$ cat config.mk
export PLATFORM = sky130hd
export DESIGN_NAME = product_accumulator
export DESIGN_NICKNAME = d
export VERILOG_FILES = /design/src/design/mixer_pkg.sv /design/src/design/port_delay_pipe.sv /design/src/design/word_swap_out.sv /design/src/design/product_accumulator.sv
export SDC_FILE = /design/constraint.sdc
export NUM_CORES = 2
export LEC_CHECK = 0
export ABC_AREA = 1
export BUFFER_PORTS_ARGS = -buffer_cell sky130_fd_sc_hd__buf_2
export CELL_PAD_IN_SITES_DETAIL_PLACEMENT = 1
export CELL_PAD_IN_SITES_GLOBAL_PLACEMENT = 1
export CORE_MARGIN = 2
export CORE_UTILIZATION = 49
export CTS_CLUSTER_SIZE = 8
export DETAILED_ROUTE_END_ITERATION = 8
export GPL_TIMING_DRIVEN = 0
export MAX_ROUTING_LAYER = met4
export PLACE_DENSITY_LB_ADDON = 0.1
export RECOVER_POWER = 50
export SLEW_MARGIN = 20
export SYNTH_ARGS = -nofsm -noshare
export SYNTH_HDL_FRONTEND = slang
export SYNTH_SLANG_ARGS = --single-unit
$ cat constraint.sdc
create_clock -name clk -period 7.38 [get_ports clk]
set_clock_uncertainty 0.15 [all_clocks]
set_input_delay 0.369 -clock clk [delete_from_list [all_inputs] [get_ports clk]]
set_output_delay 0.369 -clock clk [all_outputs]
set_load 0.02 [all_outputs]
$ cat src/design/mixer_pkg.sv
package mixer_pkg;
  // Datapath widths
  localparam int DATA_W   = 12;   // Multiplier operand width
  localparam int CAS_W    = 16;   // Chain input width
  localparam int ACC_W    = 24;   // Accumulator width
  localparam int SUM_W    = 16;   // Output word width
  localparam int SEL_W    = 4;    // Delay select width per port
  localparam int DEPTH    = 16;   // Delay pipeline stages per port
  localparam int NPORT    = 4;    // Ports A, B, C, D

  // Field positions
  localparam int CAS_SHIFT = 8;   // Chain input bit 0 weighs 2^8
  localparam int MSW_LO    = 8;   // Most significant word is acc[23:8]

  // Half LSB of a 16-bit result, added at 2^7
  localparam logic [23:0] ROUND_ADD = 24'h000080;

  // Register map, byte addresses
  localparam logic [3:0] ADDR_DELAY_SEL = 4'h0;  // Four delay selects
  localparam logic [3:0] ADDR_ACC_VIEW  = 4'h4;  // Accumulator, read only

  // Values after reset
  localparam logic [15:0] DELAY_SEL_RST = 16'h0000;  // One clock on all
  localparam logic [31:0] RDATA_RST     = 32'h00000000;
endpackage

$ cat src/design/port_delay_pipe.sv
`timescale 1ns/1ps
// One input port: enabled shift chain with a selectable tap
module port_delay_pipe
  import mixer_pkg::*;
#(
  parameter int WIDTH = 12,
  parameter int DEPTH = 16,
  parameter int SW    = 4
) (
  input  wire logic             clk,
  input  wire logic             resetn,
  input  wire logic             port_load_enable_n,
  input  wire logic [WIDTH-1:0] din,
  input  wire logic [SW-1:0]    port_delay_select,
  output logic      [WIDTH-1:0] tap
);
  // Select code must reach exactly every stage
  if (DEPTH != (1 << SW)) begin : g_bad_depth
    $error("port_delay_pipe: DEPTH must equal 2**SW");
  end

  // Whole state of the port
  typedef struct packed {
    logic [DEPTH-1:0][WIDTH-1:0] stage;  // Stage 0 is the newest
  } pipe_t;

  pipe_t s_r;    // Registered state
  pipe_t s_nxt;  // Next state

  // Shift only when enabled; otherwise the port value is dropped
  always_comb begin
    s_nxt = s_r;  // RULE2
    if (!port_load_enable_n) begin  // RULE1
      s_nxt.stage[0] = din;
      for (int i = 1; i < DEPTH; i++) begin
        s_nxt.stage[i] = s_r.stage[i-1];
      end
    end
  end

  // State register
  always_ff @(posedge clk or negedge resetn) begin
    if (!resetn) begin
      s_r <= '0;
    end else begin
      s_r <= s_nxt;
    end
  end

  // Code 0 reads stage 0, one clock behind the port
  assign tap = s_r.stage[port_delay_select];  // RULE16

  property p_load_shift;
    @(posedge clk) disable iff (!resetn)
    !port_load_enable_n |=> s_r.stage[0] == $past(din);
  endproperty
  a_load_shift: assert property (p_load_shift)  // RULE1
    else $error("port pipeline did not take the input");

  property p_hold;
    @(posedge clk) disable iff (!resetn)
    port_load_enable_n |=> s_r == $past(s_r);
  endproperty
  a_hold: assert property (p_hold)  // RULE2
    else $error("port pipeline moved while disabled");
endmodule // port_delay_pipe

$ cat src/design/word_swap_out.sv
`timescale 1ns/1ps
// Double output register with word toggling and output enable
module word_swap_out
  import mixer_pkg::*;
(
  input  wire logic             clk,
  input  wire logic             resetn,
  input  wire logic             word_swap,
  input  wire logic [ACC_W-1:0] acc_in,
  input  wire logic             output_enable_n,
  output logic      [SUM_W-1:0] sum_out,
  output logic                  sum_oe
);
  // Whole state of the output stage
  typedef struct packed {
    logic [SUM_W-1:0] msw;       // Captured upper word
    logic [SUM_W-1:0] lsw;       // Captured lower word
    logic             show_lsw;  // Next toggle shows the lower word
    logic [SUM_W-1:0] out;       // Word on the bus
  } swap_t;

  swap_t s_r;    // Registered state
  swap_t s_nxt;  // Next state

  // Word capture and toggling
  always_comb begin
    s_nxt = s_r;
    if (word_swap) begin
      // Normal flow: fresh words, upper one shown
      s_nxt.msw      = acc_in[ACC_W-1:MSW_LO];  // RULE12
      s_nxt.lsw      = acc_in[SUM_W-1:0];
      s_nxt.out      = s_r.msw;
      s_nxt.show_lsw = 1'b1;
    end else begin  // RULE14
      // Frozen words, alternate which one is shown
      s_nxt.out      = s_r.show_lsw ? s_r.lsw : s_r.msw;  // RULE13
      s_nxt.show_lsw = ~s_r.show_lsw;
    end
  end

  // State register
  always_ff @(posedge clk or negedge resetn) begin
    if (!resetn) begin
      s_r <= '0;
    end else begin
      s_r <= s_nxt;
    end
  end

  // Enable acts without the clock, on purpose not synchronised
  assign sum_out = s_r.out;
  assign sum_oe  = ~output_enable_n;  // RULE15

  property p_msw_shown;
    @(posedge clk) disable iff (!resetn)
    word_swap |=> sum_out == $past(s_r.msw);
  endproperty
  a_msw_shown: assert property (p_msw_shown)  // RULE12
    else $error("upper word not shown in normal flow");

  property p_toggle;
    @(posedge clk) disable iff (!resetn)
    !word_swap ##1 !word_swap |-> s_r.show_lsw != $past(s_r.show_lsw);
  endproperty
  a_toggle: assert property (p_toggle)  // RULE13
    else $error("output words do not alternate");

  property p_frozen;
    @(posedge clk) disable iff (!resetn)
    !word_swap |=> s_r.msw == $past(s_r.msw) && s_r.lsw == $past(s_r.lsw);
  endproperty
  a_frozen: assert property (p_frozen)  // RULE14
    else $error("output words reloaded while toggling");
endmodule // word_swap_out

$ cat src/design/product_accumulator.sv
`timescale 1ns/1ps
// Summary of operation
// RULE1: Enabled port shifts input into its pipeline
// RULE2: Disabled port holds pipeline, drops port value
// RULE3: Negate controls invert first or second product
// RULE4: Negate controls bypass the port delay pipelines
// RULE5: Round request rounds sum to 16 bits
// RULE6: Rounding only on first accumulation cycle
// RULE7: Bypass feeds chain input with least delay
// RULE8: Zero delays: output six clocks after inputs
// RULE9: Chain enable low adds chain input, else ignored
// RULE10: Keep low starts a fresh sum
// RULE11: Keep high accumulates, rounding disabled
// RULE12: Swap high shows most significant word
// RULE13: Swap low alternates lower and upper words
// RULE14: Swap low freezes output word registers
// RULE15: Output enable drives bus asynchronously
// RULE16: Delay select 0 is one clock, 15 sixteen
// RULE17: All data values are two's complement
// RULE18: Accumulator wraps, no saturation or flag
module product_accumulator
  import mixer_pkg::*;
(
  input  wire logic                    clk,
  input  wire logic                    resetn,
  // Data ports A, B, C, D, bit slices in that order from 0
  input  wire logic [NPORT*DATA_W-1:0] port_data,
  input  wire logic [NPORT-1:0]        port_load_enable_n,
  input  wire logic [CAS_W-1:0]        cascade_in,
  // Per clock controls
  input  wire logic                    negate_first_product,
  input  wire logic                    negate_second_product,
  input  wire logic                    round_request,
  input  wire logic                    cascade_bypass,
  input  wire logic                    chain_input_enable_n,
  input  wire logic                    sum_keep,
  input  wire logic                    word_swap,
  input  wire logic                    output_enable_n,
  // Sum bus, three-state as value plus enable
  output logic      [SUM_W-1:0]        sum_out,
  output logic                         sum_oe,
  // Avalon-MM slave
  input  wire logic [3:0]              avs_address,
  input  wire logic                    avs_read,
  input  wire logic                    avs_write,
  input  wire logic [31:0]             avs_writedata,
  input  wire logic [3:0]              avs_byteenable,
  output logic      [31:0]             avs_readdata,
  output logic                         avs_waitrequest
);
  // Whole state of the datapath and the bus slave
  typedef struct packed {
    // Bus slave
    logic [NPORT*SEL_W-1:0] sel;      // Delay selects, A in low nibble
    logic                   ack;      // Second cycle of an access
    logic [31:0]            rdata;    // Read data register
    // Stage 1: registered controls and chain input
    logic                   neg_ab1;  // Negate first product
    logic                   neg_cd1;  // Negate second product
    logic                   rnd1;     // Round request
    logic                   keep1;    // Accumulate control
    logic                   byp1;     // Chain bypass
    logic                   swap1;    // Output word swap
    logic [CAS_W-1:0]       cas1;     // Chain input, zero when disabled
    // Stage 2: products
    logic [ACC_W-1:0]       prod_ab2; // Signed A times B
    logic [ACC_W-1:0]       prod_cd2; // Signed C times D
    logic                   rnd2;
    logic                   keep2;
    logic [CAS_W-1:0]       cas2;
    // Stage 3: sum of products
    logic [ACC_W-1:0]       sum3;
    logic                   keep3;
    logic [CAS_W-1:0]       cas3;
    // Stage 4: accumulator
    logic [ACC_W-1:0]       acc4;
  } core_t;

  core_t s_r;    // Registered state
  core_t s_nxt;  // Next state

  logic [NPORT*DATA_W-1:0] taps;      // Selected pipeline taps
  logic [ACC_W-1:0]        raw_ab;    // Unnegated A times B
  logic [ACC_W-1:0]        raw_cd;    // Unnegated C times D
  logic [ACC_W-1:0]        cas_term;  // Chain word at accumulator weight
  logic [CAS_W-1:0]        cas_pick;  // Chain word entering accumulator
  logic                    hit_sel;   // Access to the select register
  logic                    hit_acc;   // Access to the accumulator view
  logic [31:0]             rd_mux;    // Read value before registering

  // One delay pipeline per port
  for (genvar p = 0; p < NPORT; p++) begin : g_port
    port_delay_pipe #(
      .WIDTH (DATA_W),
      .DEPTH (DEPTH),
      .SW    (SEL_W)
    ) u_pipe (
      .clk                (clk),
      .resetn             (resetn),
      .port_load_enable_n (port_load_enable_n[p]),
      .din                (port_data[p*DATA_W +: DATA_W]),
      .port_delay_select  (s_r.sel[p*SEL_W +: SEL_W]),
      .tap                (taps[p*DATA_W +: DATA_W])
    );
  end

  // Signed 12 by 12 products fit 24 bits exactly
  assign raw_ab = ACC_W'($signed(taps[0*DATA_W +: DATA_W]) *
                         $signed(taps[1*DATA_W +: DATA_W]));  // RULE17
  assign raw_cd = ACC_W'($signed(taps[2*DATA_W +: DATA_W]) *
                         $signed(taps[3*DATA_W +: DATA_W]));

  // Bypass skips two alignment stages of the chain path
  assign cas_pick = s_r.byp1 ? s_r.cas1 : s_r.cas3;  // RULE7
  // Chain bit 0 weighs 2^8, so the sign lands in bit 23
  assign cas_term = {cas_pick, {CAS_SHIFT{1'b0}}};  // RULE17

  // Address decode; other offsets read zero, writes dropped
  assign hit_sel = avs_address == ADDR_DELAY_SEL;
  assign hit_acc = avs_address == ADDR_ACC_VIEW;

  // Read value; upper bits read as zero
  always_comb begin
    rd_mux = 32'h00000000;
    if (hit_sel) begin
      rd_mux[NPORT*SEL_W-1:0] = s_r.sel;
    end else if (hit_acc) begin
      rd_mux[ACC_W-1:0] = s_r.acc4;
    end
  end

  // Next state of the whole datapath
  always_comb begin
    s_nxt = s_r;

    // Bus: one wait cycle, then the access completes
    s_nxt.ack = (avs_read || avs_write) && !s_r.ack;
    if (avs_read && !s_r.ack) begin
      s_nxt.rdata = rd_mux;
    end
    if (avs_write && s_r.ack && hit_sel) begin
      // Selects power up unknown on real parts; here reset to zero
      if (avs_byteenable[0]) begin
        s_nxt.sel[7:0] = avs_writedata[7:0];  // RULE16
      end
      if (avs_byteenable[1]) begin
        s_nxt.sel[15:8] = avs_writedata[15:8];
      end
    end

    // Stage 1: negates are registered here, never delayed by selects
    s_nxt.neg_ab1 = negate_first_product;  // RULE4
    s_nxt.neg_cd1 = negate_second_product;
    s_nxt.rnd1    = round_request;
    s_nxt.keep1   = sum_keep;
    s_nxt.byp1    = cascade_bypass;
    s_nxt.swap1   = word_swap;
    // Disabled chain input enters as zero
    s_nxt.cas1    = chain_input_enable_n ? '0 : cascade_in;  // RULE9

    // Stage 2: products, negated where requested
    s_nxt.prod_ab2 = s_r.neg_ab1 ? ACC_W'(-raw_ab) : raw_ab;  // RULE3
    s_nxt.prod_cd2 = s_r.neg_cd1 ? ACC_W'(-raw_cd) : raw_cd;
    s_nxt.rnd2     = s_r.rnd1;
    s_nxt.keep2    = s_r.keep1;
    s_nxt.cas2     = s_r.cas1;

    // Stage 3: sum, half LSB only on a fresh sum
    s_nxt.sum3 = ACC_W'(s_r.prod_ab2 + s_r.prod_cd2);  // RULE18
    if (s_r.rnd2 && !s_r.keep2) begin
      s_nxt.sum3 = ACC_W'(s_r.prod_ab2 + s_r.prod_cd2
                          + ROUND_ADD);  // RULE5 RULE6
    end
    s_nxt.keep3 = s_r.keep2;
    s_nxt.cas3  = s_r.cas2;

    // Stage 4: wraps silently, there is no overflow flag
    if (s_r.keep3) begin
      s_nxt.acc4 = ACC_W'(s_r.acc4 + s_r.sum3 + cas_term);  // RULE11 RULE18
    end else begin
      s_nxt.acc4 = ACC_W'(s_r.sum3 + cas_term);  // RULE10
    end
  end

  // State register
  always_ff @(posedge clk or negedge resetn) begin
    if (!resetn) begin
      s_r       <= '0;
      s_r.sel   <= DELAY_SEL_RST;
      s_r.rdata <= RDATA_RST;
    end else begin
      s_r <= s_nxt;
    end
  end

  // Output words: loaded one clock after stage 4, shown one later
  word_swap_out u_out (
    .clk             (clk),
    .resetn          (resetn),
    .word_swap       (s_r.swap1),
    .acc_in          (s_r.acc4),
    .output_enable_n (output_enable_n),
    .sum_out         (sum_out),
    .sum_oe          (sum_oe)
  );  // RULE8

  // Bus outputs
  assign avs_waitrequest = (avs_read || avs_write) && !s_r.ack;
  assign avs_readdata    = s_r.rdata;

  property p_negate_ab;
    @(posedge clk) disable iff (!resetn)
    s_r.neg_ab1 |=> s_r.prod_ab2 == ACC_W'(-$past(raw_ab));
  endproperty
  a_negate_ab: assert property (p_negate_ab)  // RULE3
    else $error("first product not negated");

  property p_negate_cd_off;
    @(posedge clk) disable iff (!resetn)
    !s_r.neg_cd1 |=> s_r.prod_cd2 == $past(raw_cd);
  endproperty
  a_negate_cd_off: assert property (p_negate_cd_off)  // RULE3
    else $error("second product changed without negate");

  property p_round_fresh;
    @(posedge clk) disable iff (!resetn)
    round_request && !sum_keep ##2 1 |=>
      s_r.sum3 == ACC_W'($past(s_r.prod_ab2) + $past(s_r.prod_cd2)
                         + ROUND_ADD);
  endproperty
  a_round_fresh: assert property (p_round_fresh)  // RULE5
    else $error("rounding missing on fresh sum");

  property p_round_off_keep;
    @(posedge clk) disable iff (!resetn)
    s_r.keep2 |=> s_r.sum3 == ACC_W'($past(s_r.prod_ab2)
                                     + $past(s_r.prod_cd2));
  endproperty
  a_round_off_keep: assert property (p_round_off_keep)  // RULE6 RULE11
    else $error("rounding applied while accumulating");

  property p_chain_off;
    @(posedge clk) disable iff (!resetn)
    chain_input_enable_n |=> s_r.cas1 == '0 ##2 s_r.cas3 == '0;
  endproperty
  a_chain_off: assert property (p_chain_off)  // RULE9
    else $error("disabled chain input reached the sum");

  property p_bypass;
    @(posedge clk) disable iff (!resetn)
    s_r.byp1 && !s_r.keep3 |=>
      s_r.acc4 == ACC_W'($past(s_r.sum3) + {$past(s_r.cas1), 8'h00});
  endproperty
  a_bypass: assert property (p_bypass)  // RULE7
    else $error("bypass did not take the early chain word");

  property p_fresh;
    @(posedge clk) disable iff (!resetn)
    !sum_keep ##3 !s_r.byp1 |=>
      s_r.acc4 == ACC_W'($past(s_r.sum3) + {$past(s_r.cas3), 8'h00});
  endproperty
  a_fresh: assert property (p_fresh)  // RULE10
    else $error("old total not cleared on fresh sum");

  property p_accumulate;
    @(posedge clk) disable iff (!resetn)
    s_r.keep3 && !s_r.byp1 |=>
      s_r.acc4 == ACC_W'($past(s_r.acc4) + $past(s_r.sum3)
                         + {$past(s_r.cas3), 8'h00});
  endproperty
  a_accumulate: assert property (p_accumulate)  // RULE11
    else $error("accumulator did not add to the total");

  property p_bus_wait;
    @(posedge clk) disable iff (!resetn)
    (avs_read || avs_write) && !s_r.ack |=> !avs_waitrequest;
  endproperty
  a_bus_wait: assert property (p_bus_wait)
    else $error("bus access not answered after one wait");

  // Second product passes negated when asked
  property p_negate_cd;
    @(posedge clk) disable iff (!resetn)
    s_r.neg_cd1 |=> s_r.prod_cd2 == ACC_W'(-$past(raw_cd));
  endproperty
  a_negate_cd: assert property (p_negate_cd)  // RULE3
    else $error("second product not negated");

  // First product untouched without negate
  property p_negate_ab_off;
    @(posedge clk) disable iff (!resetn)
    !s_r.neg_ab1 |=> s_r.prod_ab2 == $past(raw_ab);
  endproperty
  a_negate_ab_off: assert property (p_negate_ab_off)  // RULE3
    else $error("first product changed without negate");

  // Enabled chain word is taken as given
  property p_chain_on;
    @(posedge clk) disable iff (!resetn)
    !chain_input_enable_n |=> s_r.cas1 == $past(cascade_in);
  endproperty
  a_chain_on: assert property (p_chain_on)  // RULE9
    else $error("enabled chain input not taken");

  // No half LSB without a request
  property p_round_off;
    @(posedge clk) disable iff (!resetn)
    !s_r.rnd2 |=> s_r.sum3 == ACC_W'($past(s_r.prod_ab2)
                                     + $past(s_r.prod_cd2));
  endproperty
  a_round_off: assert property (p_round_off)  // RULE5
    else $error("rounding applied without request");

  // Keep travels with the data of its own clock
  property p_keep_align;
    @(posedge clk) disable iff (!resetn)
    sum_keep |=> s_r.keep1 ##2 s_r.keep3;
  endproperty
  a_keep_align: assert property (p_keep_align)  // RULE11
    else $error("accumulate control out of step with data");

  // A landed write with both low byte enables sets all four selects
  property p_sel_write;
    @(posedge clk) disable iff (!resetn)
    avs_write && s_r.ack && hit_sel && avs_byteenable[1:0] == 2'h3 |=>
      s_r.sel == $past(avs_writedata[15:0]);
  endproperty
  a_sel_write: assert property (p_sel_write)  // RULE16
    else $error("delay select write did not land");

  // Accumulator view returns the stage 4 total
  property p_acc_read;
    @(posedge clk) disable iff (!resetn)
    avs_read && !s_r.ack && hit_acc |=>
      avs_readdata == {8'h00, $past(s_r.acc4)};
  endproperty
  a_acc_read: assert property (p_acc_read)
    else $error("accumulator view read wrong");

  // Unmapped offsets read as zero
  property p_unmapped_read;
    @(posedge clk) disable iff (!resetn)
    avs_read && !s_r.ack && !hit_sel && !hit_acc |=>
      avs_readdata == 32'h00000000;
  endproperty
  a_unmapped_read: assert property (p_unmapped_read)
    else $error("unmapped offset read not zero");
endmodule // product_accumulator

; Word-level counts from Yosys, hierarchy flattened
; Cells that the tools add are included.
[classes]
n_lt_le_gt_ge = 4
eq_ne = 1
div = 0
shifts = 0
n_reduce_logical = 11
mux = 19
bitwise = 2
add_sub_neg = 7
n_mul = 2
[op_table]
columns = operator, count
row1 = $bmux W12 S4, 4
row2 = $mux W24, 5
row3 = $add A24 B24 Y24, 4
row4 = $mux W16, 4
row5 = $mul A12 B12 Y24, 2
row6 = $mux W12, 4
row7 = $neg A24 Y24, 2
row8 = $add A24 B8 Y24 const B, 1
row9 = $lt A4 B5 Y1 const B, 4
row10 = $mux W17, 1
row11 = $mux W8, 1
row12 = $logic_and A1 B1 Y1, 5
row13 = $eq A4 B3 Y1 const B, 1
row14 = $logic_not A4 Y1, 1
row15 = $reduce_and A2 Y1, 2
row16 = $logic_not A1 Y1, 2
row17 = $not A1 Y1, 2
row18 = $logic_or A1 B1 Y1, 1
[totals]
register_bits = 1011
in_bits = 120
wordCells = 134
out_inout_bits = 50
latch_bits = 0
mem_count = 0
mem_bits_rw = 0
romBits = 0

; Logic depth before layout (Yosys ltp)
[logic_depth]
ltp_word = 5
mapped_depth = 40
mapped_depth_nobuf = 35

; Cells and area by module
; From an unflattened synthesis, not the netlist that was laid out.
[hier_totals]
cells_unflattened = 8072
hier_area_um2 = 62087.0
[modules_own_cells]
columns = module, cells_per_inst, n_inst, area_each_um2
row1 = port_delay_pipe, 1223, 4, 9266.4
row2 = product_accumulator, 2990, 1, 23291.1
row3 = word_swap_out, 190, 1, 1730.4

; Worst setup path before layout
; No wires, ideal clock.
[synth_path]
path_kind = reg2reg
start = register s_r[198] (netlist bit)
end = register s_r[106] (netlist bit)
setup_ps = 113
t_required_ps = 7117
arrival_ps = 5877
n_path_buf = 5
path_slack_ps = 1240
path_stages_with_launch = 33
cell_sequence = dfrtp_1 buf_4 buf_4 buf_2 buf_2 a21oi_1 o21ai_0 nand3_1 nand3_1 nand2_1 buf_2 nand2_1 fa_1 fa_1 inv_1 fa_1 fa_1 inv_1 fa_1 inv_1 ha_1 nand2_2 nor2_1 nand2_1 nand3_2 xnor2_2 nand2_2 nor2_4 nand2_2 o21ai_4 nand3_1 nand2_1 inv_1
[synth_lines]
columns = element, line_no
row1 = from (decl), product_accumulator.sv:79  ; core_t s_r;
row2 = from (signal assigned), product_accumulator.sv:192  ; s_r <= s_nxt;

==> results.cfg <==
[yosys]
syn-cell-area_sq_mm = 0.0598
synthDominantCellAreaShare_pct = 41.9
synth_fa_ha_area_share_pct = 13.5
synth.area.mux_share_pct = 3.72
netlist_instances = 7140
yosysWarnings = 0
ys_types = 60
yosys.area_share.simple_pct = 15.5
yosys-top-cells-count = nand2_1, inv_1, dfrtp_1
synthXorXnorAreaFrac_pct = 1.39
yosys_register_bits = 1003
syn_area_per_cell_sq_um = 8.38
async_flop_share_pct = 100
synth-compound-area-share_pct = 13.7
synth_flop_cell = dfrtp_1
synth_top_area_cell = dfrtp_1
synthTopCellsByArea = dfrtp_1, fa_1, nand2_1
yosysMostFrequentCell = nand2_1
synth_edf_count = 0
synth_top_family_by_area = simple AND/OR/NAND/NOR gates
ys_seq_area_share_pct = 41.9

[routing]
viasPerCell = 5.70
wl_per_cell_microns = 22.9
drt_wl_total_mm = 210
firstDrtPassIters = 6
drc = 0
vias = 52500
ant_nets = 0
drt_iter0_markers = 3591

[cells_and_area]
nNetsFinal = 8142
finish.instance_area_sq_mm = 0.0688
syn2layout_area_growth_pct = 15.0
diodes = 0
seqCellArea_sq_mm = 0.0251
n_fill_cell = 14400
post_route_cells_drive_above_1_share_pct = 11.9
final_cells = 9203
multi_input_area_sq_mm = 0.0290

[clock_network]
ctsRootBufferMaster = clkbuf_16
cts_tree = yes
cts_max_level = 4
numClockSinks = 1003
cts_buffers = 144
path_clk_slew_ns = 0.06
ctsLongestPathBuffers = 3
clk_latency_ns = 0.83

[worst_setup_path]
arrival_ns = 7.67
r2r_cells = 31
slowest_stage = fa_1
crit_buf_inv = 8
rrSetupSlack_ns = 0.26
cp_num_cells = 31
slowest_delay_ns = 0.60
crit_family = adder cells
required_ns = 7.93
worstSetupPathType = reg2reg
cp_max_fo = 10
cp-start-kind = flop
cp_common_cell = fa_1
worst_setup_path_end_kind = flop

[place]
io_buffer_count = 138
hpwlAfterDp_mm = 150
place_congestion = 0.907
place_area_sq_mm = 0.0628
dp_cells = 8918
pre_cts_slack_ns = -0.864

[global_routing]
antenna_found_initial = 3
grt_usage_pct = 35.1
grt_max_degree = 135
first_global_vias = 56900
grt-ovfl-total = 0
grt_pass1_wl_mm = 331

[min_path]
worstHoldPathType = in2reg
hold_depth = 2

[die]
num_io_pins = 170
fp-row-count = 128
die_height_microns = 353
core_area_sq_mm = 0.122
die-area_sq_mm = 0.125
die_width_microns = 353
start_util_pct = 49.2

[sta]
period_share_pct = 96.4
layout_setup_ws_ns = 0.265
worst_hold_slack_ns = 0.0552
fmax_ghz = 0.141
hold_viol = 0
tightest_slew_ns = 5.04
slew_violations = 84
period_needed_ns = 7.12
setup_viol = 0
max-slew-margin-rel_pct = -236

[job]
drv_cap = 1

[status]
status = complete, but fails checks
violations = capacitance limit, slew limit
cells in the final DEF, fill, tap and decap left out, drive strengths merged, types with 196 or more instances in the layout:
cell / instances
a21oi: 680
buf: 288
clkbuf: 440
dfrtp: 1003
fa: 294
inv: 1128
mux2: 196
nand2: 1327
nand3: 435
nor2: 398
o21ai: 867
per-stage QoR:
| step | setup TNS (ns) | util [%] |
|---|---|---|
| after floorplan | 0 | - |
| after global placement | - | 51.5 |
| after detailed placement | -7.77 | 51.7 |
| after CTS | 0 | 56.1 |
| after global routing | -0.209 | 56.6 |
| final | 0 | 56.6 |
repair_timing:
item	4_1_cts	5_1_grt
gates cloned	0	0
resized for setup	129	297
endpoints found under the setup margin	22	22
hold buffers	114	0
hold endpoints to repair	580	0
buffers inserted	0	9
pin swaps	0	16
layout make-up:
class,instances,area share (%)
inverters,1124,6.15
plain buffers,419,3.41
well taps,1625,2.96
clock inverters,16,0.520
clock buffers,153,5.29
repair buffers,269,3.06
multi-input cells,4594,42.1
flip-flops and latches,1003,36.5
routing by layer:
layer | track usage (%) | wire length, microns
met1 | 44.8 | 88400
met2 | 56.9 | 102000
met3 | 4.81 | 11500
met4 | 13.8 | 8580
met5 | - | 0
worst reg2reg max path: cells and delay by family (launching register included):
family	cells	cell delay, ns
adder cells (fa/ha/maj)	6	2.94
AND/OR/NAND/NOR	13	1.80
buffers and inverters	8	1.08
AO/OA/AOI/OAI	3	0.52
flip-flops	1	0.37
XOR/XNOR	1	0.16
final timing paths:
kind / startpoint / endpoint
setup / recovery: s_r[194]$_DFFE_PN0P_ / s_r[106]$_DFF_PN0_
min in group asynchronous: resetn / g_port[1].u_pipe.s_r[118]$_DFFE_PN0N_
max in group asynchronous: resetn / s_r[88]$_DFF_PN0_
hold / removal: negate_second_product / s_r[151]$_DFF_PN0_
setup reg to reg: s_r[194]$_DFFE_PN0P_ / s_r[106]$_DFF_PN0_
hold reg to reg: s_nxt[34]$_DFF_PN0_ / s_r[34]$_DFF_PN0_
cell families after synthesis:
kind of cell | Yosys count
AND/OR/NAND/NOR | 2227
AO/OA/AOI/OAI | 1603
buffers and inverters | 1550
flip-flops | 1003
adder cells (fa/ha/maj) | 467
multiplexers | 198
XOR/XNOR | 91
other | 1
sequential cells by signal, indices dropped and copies added, names as in the netlist:
name	flops
avs_readdata	24
g_port.u_pipe.s_r	768
s_nxt	35
s_r	135
u_out.s_r	25
u_out.sum_out	16
Power is left out: the tool's default activity adds up to more than one toggle a clock period on the data nets, which glitch-free logic cannot reach.
